<file path="src/core/tod_pkg.sv">
// Package: constants, field layouts and types of the touch output and option decode block
//
// What this block does
// - Timing byte bit 2 picks 20 ms sample interval when clear, 10 ms when set.
// - Timing byte bit 1 picks 125 kHz transfer rate when clear, 250 kHz when set.
// - Behaviour bits 7:6: low power zoom, normal, extreme low zoom, extreme low.
// - Behaviour bits 5:4: standard/sensitive proximity and touch margin selection.
// - Behaviour bits 3:2: freeze limit 15 s, 45 s, reserved, or infinite.
// - Behaviour bits 1:0: follow, toggle, three-second latch, thirty-second latch.
// - Unprogrammed option bytes read all zero, giving the zero encoding of each field.
// - Actuation is a rising detection flag; asserted output is high, idle is low.
// - The detection output pin is active high.
// - Every rise of the output stays high for at least the minimum pulse time.
// - Follow mode: output high while detection persists, and for at least the minimum pulse time.
// - Toggle mode: each actuation inverts the output; detection end changes nothing.
// - Three-second latch: high at least 3 s, longer while detection lasts.
// - Thirty-second latch: falls 30 s after detection ended.
// - Thirty-second latch: new actuation restarts the 30 s hold.
// - Margins rank sensitive proximity, standard proximity, sensitive touch, standard touch.
// - Detection when signal falls below reference minus selected margin.
// - Flag sets after entry debounce run, clears after exit debounce run.
// - Reference frozen during detection; tracking resumes after freeze limit expires.
// - Low power zoom untouched: acquire every fifth interval; every interval when active.
package tod_pkg;

   // ==========================================
   // Clock and timing
   localparam int CLK_HZ = 25_000_000;
   localparam int BASE_MS = 10;
   localparam int BASE_CYC = CLK_HZ / 1000 * BASE_MS;
   localparam int SAMPLE_FAST_MS = 10;
   localparam int SAMPLE_SLOW_MS = 20;
   localparam int XFER_SLOW_HZ = 125_000;
   localparam int XFER_FAST_HZ = 250_000;
   localparam logic [7:0] XFER_SLOW_CYC = 8'(CLK_HZ / XFER_SLOW_HZ);
   localparam logic [7:0] XFER_FAST_CYC = 8'(CLK_HZ / XFER_FAST_HZ);
   localparam int LATCH3_MS = 3000;
   localparam int LATCH30_MS = 30000;
   localparam int FREEZE15_MS = 15000;
   localparam int FREEZE45_MS = 45000;
   localparam int MIN_PULSE_MS = 60;
   localparam logic [4:0] ACQ_NORMAL = 5'h01;
   localparam logic [4:0] ACQ_LOW = 5'h05;
   localparam logic [4:0] ACQ_EXTREME = 5'h11;
   localparam logic [1:0] CAPTURE_DELAY = 2'h2;

   // ==========================================
   // Register map
   localparam logic [7:0] ADDR_TIMING = 8'h00;
   localparam logic [7:0] ADDR_BEHAV = 8'h04;
   localparam logic [7:0] ADDR_DEBOUNCE = 8'h08;
   localparam logic [7:0] ADDR_STATUS = 8'h0C;
   localparam logic [7:0] ADDR_REFERENCE = 8'h10;
   localparam logic [7:0] OPT_TIMING_RST = 8'h00;
   localparam logic [7:0] OPT_BEHAV_RST = 8'h00;
   localparam logic [3:0] ENTRY_DEB_RST = 4'h3;
   localparam logic [3:0] EXIT_DEB_RST = 4'h3;
   localparam int DEB_ENTRY_LSB = 0;
   localparam int DEB_EXIT_LSB = 4;

   // ==========================================
   // Option fields
   typedef enum logic [1:0] {PM_LOW_ZOOM, PM_NORMAL, PM_EXTREME_ZOOM, PM_EXTREME} tod_power_t;
   typedef enum logic [1:0] {MG_STD_PROX, MG_STD_TOUCH, MG_SENS_PROX, MG_SENS_TOUCH} tod_margin_t;
   typedef enum logic [1:0] {FRZ_15S, FRZ_45S, FRZ_RSVD, FRZ_INFINITE} tod_freeze_t;
   typedef enum logic [1:0] {OM_FOLLOW, OM_TOGGLE, OM_LATCH3, OM_LATCH30} tod_outmode_t;

   typedef struct packed {
      tod_power_t power;
      tod_margin_t margin;
      tod_freeze_t freeze;
      tod_outmode_t outmode;
   } tod_behav_t;

   typedef struct packed {
      logic [4:0] rsvd_hi;
      logic fast_sample;
      logic fast_xfer;
      logic rsvd_lo;
   } tod_timing_t;

   typedef struct packed {
      logic valid;
      logic [15:0] count;
   } tod_meas_t;

endpackage : tod_pkg

</file>
<file path="src/core/tod_sensor_out.sv">
// Module: option byte decode, detection filter and detection output pin driver
`timescale 1ns/1ps

module tod_sensor_out #(
   parameter int BASE_CYC = tod_pkg::BASE_CYC,
   parameter logic [15:0] MARGIN_SENS_PROX = 16'h0004,
   parameter logic [15:0] MARGIN_STD_PROX = 16'h0008,
   parameter logic [15:0] MARGIN_SENS_TOUCH = 16'h0010,
   parameter logic [15:0] MARGIN_STD_TOUCH = 16'h0020
) (
   input wire logic mclk,
   input wire logic rst_n,
   input wire logic [7:0] timing_option_byte,
   input wire logic [7:0] behaviour_option_byte,
   input wire tod_pkg::tod_meas_t meas,
   input wire logic [7:0] reg_addr,
   input wire logic [31:0] reg_wdata,
   input wire logic reg_wr,
   input wire logic reg_rd,
   output logic [31:0] reg_rdata,
   output logic detect_output_pin,
   output logic transfer_tick,
   output logic acq_request
);
   import tod_pkg::*;

   localparam int BW = $clog2(BASE_CYC + 1);

   // ==========================================
   // Helper functions
   function automatic logic [12:0] ms_to_samples(input int ms, input logic fast);
      int n;
      n = fast ? ms / SAMPLE_FAST_MS : ms / SAMPLE_SLOW_MS;
      if (n < 1) begin
         n = 1;
      end
      return 13'(n);
   endfunction : ms_to_samples

   function automatic logic [15:0] margin_of(input tod_margin_t sel);
      logic [15:0] m;
      m = MARGIN_STD_PROX;
      case (sel)
         MG_STD_PROX: m = MARGIN_STD_PROX;
         MG_STD_TOUCH: m = MARGIN_STD_TOUCH;
         MG_SENS_PROX: m = MARGIN_SENS_PROX;
         MG_SENS_TOUCH: m = MARGIN_SENS_TOUCH;
         default: m = MARGIN_STD_PROX;
      endcase
      return m;
   endfunction : margin_of

   function automatic logic [4:0] acq_interval(input tod_power_t pm, input logic awake);
      logic [4:0] n;
      n = ACQ_NORMAL;
      case (pm)
         PM_NORMAL: n = ACQ_NORMAL;
         PM_LOW_ZOOM: n = awake ? ACQ_NORMAL : ACQ_LOW;
         PM_EXTREME_ZOOM: n = awake ? ACQ_NORMAL : ACQ_EXTREME;
         PM_EXTREME: n = ACQ_EXTREME;
         default: n = ACQ_NORMAL;
      endcase
      return n;
   endfunction : acq_interval

   // ==========================================
   // Option byte capture
   logic [15:0] opt_sync1_q;
   logic [15:0] opt_sync2_q;
   logic [1:0] cap_cnt_q;
   logic cap_done_q;
   tod_timing_t opt_t_q;
   tod_behav_t opt_b_q;

   always_ff @(posedge mclk) begin
      if (!rst_n) begin
         opt_sync1_q <= 16'h0000;
         opt_sync2_q <= 16'h0000;
      end else begin
         opt_sync1_q <= {timing_option_byte, behaviour_option_byte};
         opt_sync2_q <= opt_sync1_q;
      end
   end

   always_ff @(posedge mclk) begin
      if (!rst_n) begin
         cap_cnt_q <= 2'h0;
         cap_done_q <= 1'b0;
         opt_t_q <= tod_timing_t'(OPT_TIMING_RST);
         opt_b_q <= tod_behav_t'(OPT_BEHAV_RST);
      end else if (!cap_done_q) begin
         if (cap_cnt_q == CAPTURE_DELAY) begin
            opt_t_q <= tod_timing_t'(opt_sync2_q[15:8]);
            opt_b_q <= tod_behav_t'(opt_sync2_q[7:0]);
            cap_done_q <= 1'b1;
         end else begin
            cap_cnt_q <= cap_cnt_q + 2'h1;
         end
      end
   end

   // ==========================================
   // Decoded settings
   logic fast;
   logic [7:0] xfer_lim;
   logic [12:0] latch3_n;
   logic [12:0] latch30_n;
   logic [12:0] min_pulse_n;
   logic [12:0] freeze_n;
   logic [15:0] margin;

   always_comb begin
      fast = opt_t_q.fast_sample;
      xfer_lim = opt_t_q.fast_xfer ? XFER_FAST_CYC : XFER_SLOW_CYC;
      latch3_n = ms_to_samples(LATCH3_MS, fast);
      latch30_n = ms_to_samples(LATCH30_MS, fast);
      min_pulse_n = ms_to_samples(MIN_PULSE_MS, fast);
      freeze_n = (opt_b_q.freeze == FRZ_45S) ? ms_to_samples(FREEZE45_MS, fast)
                                             : ms_to_samples(FREEZE15_MS, fast);
      margin = margin_of(opt_b_q.margin);
   end

   // ==========================================
   // Sample interval and transfer rate dividers
   logic [BW-1:0] base_cnt_q;
   logic phase_q;
   logic sample_tick_q;
   logic [7:0] xfer_cnt_q;

   always_ff @(posedge mclk) begin
      if (!rst_n) begin
         base_cnt_q <= '0;
         phase_q <= 1'b0;
         sample_tick_q <= 1'b0;
      end else begin
         sample_tick_q <= 1'b0;
         if (base_cnt_q == BW'(BASE_CYC - 1)) begin
            base_cnt_q <= '0;
            phase_q <= ~phase_q;
            sample_tick_q <= cap_done_q & (fast | phase_q);
         end else begin
            base_cnt_q <= base_cnt_q + 1'b1;
         end
      end
   end

   always_ff @(posedge mclk) begin
      if (!rst_n) begin
         xfer_cnt_q <= 8'h00;
         transfer_tick <= 1'b0;
      end else begin
         transfer_tick <= 1'b0;
         if (xfer_cnt_q >= xfer_lim - 8'h01) begin
            xfer_cnt_q <= 8'h00;
            transfer_tick <= cap_done_q;
         end else begin
            xfer_cnt_q <= xfer_cnt_q + 8'h01;
         end
      end
   end

   // ==========================================
   // Detection filter
   logic [3:0] entry_n_q;
   logic [3:0] exit_n_q;
   logic [3:0] ent_cnt_q;
   logic [3:0] ext_cnt_q;
   logic detect_q;
   logic [15:0] ref_q;
   logic ref_init_q;
   logic [12:0] frz_cnt_q;
   logic expired;
   logic below;

   always_comb begin
      below = ref_init_q && ({1'b0, meas.count} + {1'b0, margin} < {1'b0, ref_q});
      expired = (opt_b_q.freeze != FRZ_INFINITE) && (frz_cnt_q >= freeze_n);
   end

   always_ff @(posedge mclk) begin
      if (!rst_n) begin
         ent_cnt_q <= 4'h0;
         ext_cnt_q <= 4'h0;
         detect_q <= 1'b0;
      end else if (meas.valid && cap_done_q) begin
         if (!detect_q) begin
            ext_cnt_q <= 4'h0;
            if (!below) begin
               ent_cnt_q <= 4'h0;
            end else if (ent_cnt_q + 4'h1 >= entry_n_q) begin
               ent_cnt_q <= 4'h0;
               detect_q <= 1'b1;
            end else begin
               ent_cnt_q <= ent_cnt_q + 4'h1;
            end
         end else begin
            ent_cnt_q <= 4'h0;
            if (below) begin
               ext_cnt_q <= 4'h0;
            end else if (ext_cnt_q + 4'h1 >= exit_n_q) begin
               ext_cnt_q <= 4'h0;
               detect_q <= 1'b0;
            end else begin
               ext_cnt_q <= ext_cnt_q + 4'h1;
            end
         end
      end
   end

   // Reference held while detecting, until the freeze limit runs out
   always_ff @(posedge mclk) begin
      if (!rst_n) begin
         ref_q <= 16'h0000;
         ref_init_q <= 1'b0;
      end else if (meas.valid && cap_done_q) begin
         if (!ref_init_q) begin
            ref_q <= meas.count;
            ref_init_q <= 1'b1;
         end else if (!detect_q || expired) begin
            if (meas.count > ref_q) begin
               ref_q <= ref_q + 16'h0001;
            end else if (meas.count < ref_q) begin
               ref_q <= ref_q - 16'h0001;
            end
         end
      end
   end

   always_ff @(posedge mclk) begin
      if (!rst_n) begin
         frz_cnt_q <= 13'h0000;
      end else if (!detect_q) begin
         frz_cnt_q <= 13'h0000;
      end else if (sample_tick_q && !expired) begin
         frz_cnt_q <= frz_cnt_q + 13'h0001;
      end
   end

   // ==========================================
   // Acquisition scheduling by power mode
   logic [4:0] skip_cnt_q;
   logic awake;

   assign awake = detect_q | (ent_cnt_q != 4'h0);

   always_ff @(posedge mclk) begin
      if (!rst_n) begin
         skip_cnt_q <= 5'h00;
         acq_request <= 1'b0;
      end else begin
         acq_request <= 1'b0;
         if (sample_tick_q) begin
            if (skip_cnt_q + 5'h01 >= acq_interval(opt_b_q.power, awake)) begin
               skip_cnt_q <= 5'h00;
               acq_request <= 1'b1;
            end else begin
               skip_cnt_q <= skip_cnt_q + 5'h01;
            end
         end
      end
   end

   // ==========================================
   // Output behaviour
   logic det_prev_q;
   logic rise;
   logic toggle_q;
   logic [12:0] hold_q;
   logic [12:0] min_q;
   logic want;

   assign rise = detect_q & ~det_prev_q;

   always_comb begin
      case (opt_b_q.outmode)
         OM_FOLLOW: want = detect_q;
         OM_TOGGLE: want = toggle_q;
         OM_LATCH3: want = detect_q | (hold_q != 13'h0000);
         OM_LATCH30: want = detect_q | (hold_q != 13'h0000);
         default: want = detect_q;
      endcase
   end

   always_ff @(posedge mclk) begin
      if (!rst_n) begin
         det_prev_q <= 1'b0;
         toggle_q <= 1'b0;
      end else begin
         det_prev_q <= detect_q;
         if (rise) begin
            toggle_q <= ~toggle_q;
         end
      end
   end

   always_ff @(posedge mclk) begin
      if (!rst_n) begin
         hold_q <= 13'h0000;
      end else if (opt_b_q.outmode == OM_LATCH3 && rise) begin
         hold_q <= latch3_n;
      end else if (opt_b_q.outmode == OM_LATCH30 && detect_q) begin
         hold_q <= latch30_n;
      end else if (sample_tick_q && hold_q != 13'h0000) begin
         hold_q <= hold_q - 13'h0001;
      end
   end

   always_ff @(posedge mclk) begin
      if (!rst_n) begin
         detect_output_pin <= 1'b0;
         min_q <= 13'h0000;
      end else if (want && !detect_output_pin) begin
         detect_output_pin <= 1'b1;
         min_q <= min_pulse_n;
      end else if (!want && detect_output_pin && min_q == 13'h0000) begin
         detect_output_pin <= 1'b0;
      end else if (sample_tick_q && min_q != 13'h0000) begin
         min_q <= min_q - 13'h0001;
      end
   end

   // ==========================================
   // Register port
   always_ff @(posedge mclk) begin
      if (!rst_n) begin
         entry_n_q <= ENTRY_DEB_RST;
         exit_n_q <= EXIT_DEB_RST;
      end else if (reg_wr && reg_addr == ADDR_DEBOUNCE) begin
         entry_n_q <= reg_wdata[DEB_ENTRY_LSB +: 4];
         exit_n_q <= reg_wdata[DEB_EXIT_LSB +: 4];
      end
   end

   always_ff @(posedge mclk) begin
      if (!rst_n) begin
         reg_rdata <= 32'h0000_0000;
      end else if (!reg_rd) begin
         reg_rdata <= 32'h0000_0000;
      end else if (reg_addr == ADDR_TIMING) begin
         reg_rdata <= {24'h000000, opt_t_q};
      end else if (reg_addr == ADDR_BEHAV) begin
         reg_rdata <= {24'h000000, opt_b_q};
      end else if (reg_addr == ADDR_DEBOUNCE) begin
         reg_rdata <= {24'h000000, exit_n_q, entry_n_q};
      end else if (reg_addr == ADDR_STATUS) begin
         reg_rdata <= {26'h0000000, cap_done_q, awake, expired, detect_q & ~expired,
                       detect_q, detect_output_pin};
      end else if (reg_addr == ADDR_REFERENCE) begin
         reg_rdata <= {16'h0000, ref_q};
      end else begin
         reg_rdata <= 32'h0000_0000;
      end
   end

endmodule : tod_sensor_out

</file>
<file path="config.mk">
export PLATFORM = sky130hd
export DESIGN_NAME = tod_sensor_out
export DESIGN_NICKNAME = d
export VERILOG_FILES = /design/src/core/tod_pkg.sv /design/src/core/tod_sensor_out.sv
export SDC_FILE = /design/constraint.sdc
export NUM_CORES = 1
export LEC_CHECK = 0
export CAP_MARGIN = 10
export CORE_MARGIN = 10
export CORE_UTILIZATION = 45
export CTS_BUF_LIST = sky130_fd_sc_hd__clkbuf_4
export CTS_CLUSTER_DIAMETER = 40
export DETAILED_ROUTE_END_ITERATION = 8
export DONT_BUFFER_PORTS = 1
export GPL_TIMING_DRIVEN = 0
export PLACE_DENSITY_LB_ADDON = 0.15
export SLEW_MARGIN = 20
export SYNTH_ARGS = -nofsm -noshare
export SYNTH_HDL_FRONTEND = slang
export SYNTH_SLANG_ARGS = --single-unit
</file>
<file path="constraint.sdc">
create_clock -name mclk -period 7.2 [get_ports mclk]
set_clock_uncertainty 0.1 [all_clocks]
set_input_delay 0.72 -clock mclk [delete_from_list [all_inputs] [get_ports mclk]]
set_output_delay 0.72 -clock mclk [all_outputs]
set_load 0.02 [all_outputs]
</file>
# --- Word level (Yosys, flattened, before mapping) ---
# Cells that the tools add are included.
# Widths: inputs -> output; s select.
word_totals:
  reg_bits: 194
classes:
  n_reduce_logical: 42
  add_sub_neg: 13
  muxes: 51
  bitwise_logic: 15
  n_eq_ne: 20
  n_lt_le_gt_ge: 13
op_table:
  columns: ["operator", "count"]
  rows:
  - ["$mux 13", 9]
  - ["$mux 16", 4]
  - ["$pmux 16 s4", 1]
  - ["$mux 8", 6]
  - ["$reduce_bool 13->1", 2]
  - ["$sub 13x1->13 const B", 2]
  - ["$mux 12", 2]
  - ["$mux 4", 6]
  - ["$mux 11", 2]
  - ["$mux 5", 4]
  - ["$pmux 5 s4", 1]
  - ["$add 18x1->18 const B", 1]
  - ["$eq 18x18->1 const B", 1]
  - ["$mux 9", 2]
  - ["$add 16x16->17", 1]
  - ["$lt 17x16->1", 1]
  - ["$add 16x1->16 const B", 1]
  - ["$eq 8x4->1 const B", 2]
  - ["$gt 16x16->1", 1]
  - ["$lt 16x16->1", 1]
  - ["$reduce_and 2->1", 8]
  - ["$sub 16x1->16 const B", 1]
  - ["$eq 2x2->1 const B", 7]
  - ["$add 13x1->13 const B", 1]
  - ["39 further kinds", 87]

# --- Depth between registers and ports, before layout ---
depth:
  word_depth: 12
  mapped_depth: 18
  depth_no_buf: 18

# --- Worst setup path after synthesis ---
# OpenSTA, ideal clock, no wires.
synth_timing:
  kind: "input -> register"
  from: "input meas[15] (netlist bit)"
  to: "register ref_q[15]"
  setup_slack_ps: 3008
  path_stages: 16
  n_path_buf: 0
  arrival_ps: 3970
  path_cell_list: "ha_1 > nand4_1 > or2_2 > o22ai_1 > a211oi_1 > nor2_1 > inv_1 > ha_1 > a21oi_1 > o211ai_1 > a2111oi_0 > o31ai_1 > a21oi_1 > xor2_1 > nand4_1 > o311a_1"
synth_via:
  elab_chain_len: 4
synth_lines:
  columns: ["item", "line_no", "source"]
  rows:
  - ["start: declaration", "tod_sensor_out.sv:15", "input wire tod_pkg::tod_meas_t meas,"]
  - ["$gt 16x16->1", "tod_sensor_out.sv:220", "if (meas.count > ref_q) begin"]
  - ["$mux 16", "tod_sensor_out.sv:220", null]
  - ["$mux 16", "tod_sensor_out.sv:219", "end else if (!detect_q || expired) begin"]
  - ["$mux 16", "tod_sensor_out.sv:216", "if (!ref_init_q) begin"]
  - ["end signal: assignment", "tod_sensor_out.sv:217", "ref_q <= meas.count;"]
  - ["end signal: assignment", "tod_sensor_out.sv:221", "ref_q <= ref_q + 16'h0001;"]
  - ["end signal: assignment", "tod_sensor_out.sv:223", "ref_q <= ref_q - 16'h0001;"]
  - ["end: declaration", "tod_sensor_out.sv:169", "logic [15:0] ref_q;"]
# Several ways; a longest one is shown, not always the timed one. The select of a mux whose other input is x is not followed.
# A chain may end at the register's enable or synchronous reset.

# --- Worst setup path after layout ---
layout_timing:
  from: "register ref_q[15]"
  to: "register ref_q[13]"
layout_via:
  elab_chain_len: 4
layout_lines:
  columns: ["item", "line_no"]
  rows:
  - ["$gt 16x16->1", "tod_sensor_out.sv:220"]
  - ["$mux 16", "tod_sensor_out.sv:220"]
  - ["$mux 16", "tod_sensor_out.sv:219"]
  - ["$mux 16", "tod_sensor_out.sv:216"]
# Several ways; a longest one is shown, not always the timed one. The select of a mux whose other input is x is not followed.

==> flow_summary.json <==
{
  "vdd_ir_drop_max_mv": 0.110,
  "htree_num_levels": 4,
  "cts_setup_buffers": 0,
  "clockRootBuffer": "clkbuf_4",
  "dieHeight_um": 166,
  "rr_worst_depth": 17,
  "async_reset_ff_frac": 0,
  "timing.final.hold_violations": 0,
  "synth_top_area_frac": 0.374,
  "finalNetCount": 1333,
  "p_per_area_mw_per_mm2": 200,
  "vias": 7729,
  "routedWlPerCell_um": 16.1,
  "dr.pass1.iters": 5,
  "initial_core_util": 0.455,
  "start_kind": "flip-flop",
  "hp-class": "in -> reg",
  "worstPathArrival_ns": 5.51,
  "hpwl_mm": 18.2,
  "fin_ws_ns": 2.09,
  "endpoint_kind": "flip-flop",
  "synth_edf_count": 0,
  "cts_resized": 0,
  "ys_ff_latch": 178,
  "dieArea_mm2": 0.0274,
  "period_minus_slack_ns": 5.11,
  "tns_ns": 0,
  "syn_avg_cell_area_um2": 8.40,
  "cts_sinks": 178,
  "ant_nets": 0,
  "synth_cells": 1135,
  "cp_max_fo": 16,
  "die_w_um": 166,
  "outcome": "finished, final reports clean",
  "ys.flop_type": "dfxtp_1",
  "whs_path_depth": 1,
  "post-place-ws_ns": 2.06,
  "setup_violations": 0,
  "drc": 0,
  "yosysSeqAreaShare": 0.374,
  "nFillCells": 2161,
  "first_global_vias": 7174,
  "cts_buffers": 17,
  "clk_latency_ns": 0.59,
  "fin_crit_sh": 0.710,
  "overflow": 0,
  "synth_area_leaders": "dfxtp_1 (37%), ha_1 (11%), a21oi_1 (4.9%)",
  "yosys-top-cells-count": "dfxtp_1 (178), nor2_1 (118), nand2_1 (110)",
  "dpl-instance-area_mm2": 0.00993,
  "p_leak_nw": 4.13,
  "place.gp.congestion": 0.952,
  "ios": 112,
  "critical_path_class": "reg -> reg",
  "cp.required_ns": 7.60,
  "rsz0062_at_grt": "false",
  "fmax_mhz": 196,
  "viasPerCell": 5.30,
  "drive_gt1_frac": 0.0516,
  "core_mm2": 0.0210,
  "maxCapViolCount": 0,
  "yosys_warnings": 0,
  "syn_to_final_growth_pct": 7.33,
  "io_buffers": 0,
  "yosysMostFrequentCell": "dfxtp_1",
  "grt_pass1_wl_mm": 37.9,
  "dr.first_iter.drc_count": 571,
  "grt_max_degree": 20,
  "yosysTopAreaCell": "dfxtp_1",
  "synth_area_mm2": 0.00953,
  "routed_wl_mm": 23.5,
  "design_area_mm2": 0.0102,
  "finalMaxSlewViolations": 0,
  "tightestPinTransition_ns": 1.07,
  "synth_cell_types": 65,
  "cts_buffer_depth": 2,
  "antenna_found_initial": 1,
  "power_mw": 2.05,
  "grt_use_total": 0.173,
  "cts.reportedPaths.clkPinSlew_ns": 0.17,
  "cts_hold_buf": 0,
  "rows": 53,
  "relSlewSlack": 0.278,
  "cts_tree": "built"
}
path summary, 6_finish.rpt:
check                            start                   endpoint  slack, ns
max reg2reg     ref_q[15]$_SDFFE_PN0P_     ref_q[13]$_SDFFE_PN0P_       2.09
max             ref_q[15]$_SDFFE_PN0P_     ref_q[13]$_SDFFE_PN0P_       2.09
min           behaviour_option_byte[7]  opt_sync1_q[7]$_SDFF_PN0_       0.14
min reg2reg  opt_sync1_q[1]$_SDFF_PN0_  opt_sync2_q[1]$_SDFF_PN0_       0.35
cells by family (layout without fill, tap and decap cells):
group,Yosys count,after routing,synth area share
multiplexers,7,7,0.00735
buffers and inverters,116,148,0.0536
other,1,18,0.000394
flip-flops,178,178,0.374
adder cells (fa/ha/maj),87,87,0.116
AND/OR/NAND/NOR,436,436,0.224
AO/OA/AOI/OAI,235,235,0.156
XOR/XNOR,75,75,0.0689
area by class of cell:
type	count	area [um^2]	area share
sequential	178	3560	0.348
clock buffer	17	128	0.0125
buffer	52	270	0.0264
tap	275	344	0.0336
multi-input combinational	856	5510	0.539
antenna	2	5.00	0.000489
inverter	64	240	0.0235
clock inverter	15	165	0.0161
report_power, final:
group | internal [mW] | switching [mW]
clock network | 0.159 | 0.409
logic | 0.160 | 0.256
registers | 1.02 | 0.0382
total | 1.34 | 0.703
state kept, by name, indices dropped and copies added, names as in the netlist, 2 cells and up:
register     count
ext_cnt_q        4
cap_cnt_q        2
min_q           13
skip_cnt_q       5
frz_cnt_q       13
opt_b_q          8
reg_rdata       16
opt_t_q          7
ent_cnt_q        4
base_cnt_q      18
entry_n_q        4
xfer_cnt_q       8
opt_sync2_q     16
ref_q           16
opt_sync1_q     16
exit_n_q         4
hold_q          13
metal layers:
layer | share of wire | global-route usage
met5 | 0 | 0
met4 | 0.022 | 0.0543
met3 | 0.055 | 0.0419
met2 | 0.43 | 0.265
met1 | 0.49 | 0.234
layout by cell type, fill, tap and decap left out, types with 5 or more instances in the layout:
| cell type | instances |
|---|---|
| a211oi_1 | 16 |
| a21o_1 | 17 |
| a21oi_1 | 94 |
| a31oi_1 | 9 |
| and2_1 | 48 |
| and3_1 | 19 |
| buf_4 | 16 |
| clkbuf_1 | 33 |
| clkbuf_4 | 17 |
| clkinv_8 | 5 |
| conb_1 | 16 |
| dfxtp_1 | 178 |
| ha_1 | 85 |
| inv_1 | 64 |
| mux2i_1 | 7 |
| nand2_1 | 110 |
| nand2b_1 | 10 |
| nand3_1 | 35 |
| nand4_1 | 15 |
| nor2_1 | 118 |
| nor2b_1 | 19 |
| nor3_1 | 16 |
| nor4_1 | 8 |
| o211ai_1 | 9 |
| o21a_1 | 6 |
| o21ai_0 | 40 |
| or2_2 | 7 |
| or3_1 | 11 |
| xnor2_1 | 40 |
| xor2_1 | 35 |
critical path, cell delays in order (launching register included):
cell	delay, ns
dfxtp_1	0.44
inv_1	0.10
ha_1	0.32
nand4_1	0.17
or2_2	0.35
o22ai_1	0.18
a211oi_1	0.08
nor2_1	0.33
inv_1	0.40
ha_1	0.41
a21oi_1	0.25
o211ai_1	0.18
a2111oi_0	0.79
nor2_1	0.18
a31oi_1	0.24
xor2_1	0.22
o211ai_1	0.12
o211a_1	0.16
through the flow:
stage / hold slack, ns / cells / util
3_5_place_dp: 0.319 / 1425 / 0.474
5_1_grt: 0.0763 / 1459 / 0.488
4_1_cts: 0.108 / 1457 / 0.488
3_3_place_gp: 0.318 / 1425 / 0.474
2_1_floorplan: 0.312 / 1150 / -
6_report: 0.145 / 1459 / 0.488
Note: power is estimated with default switching activity, not from simulation.
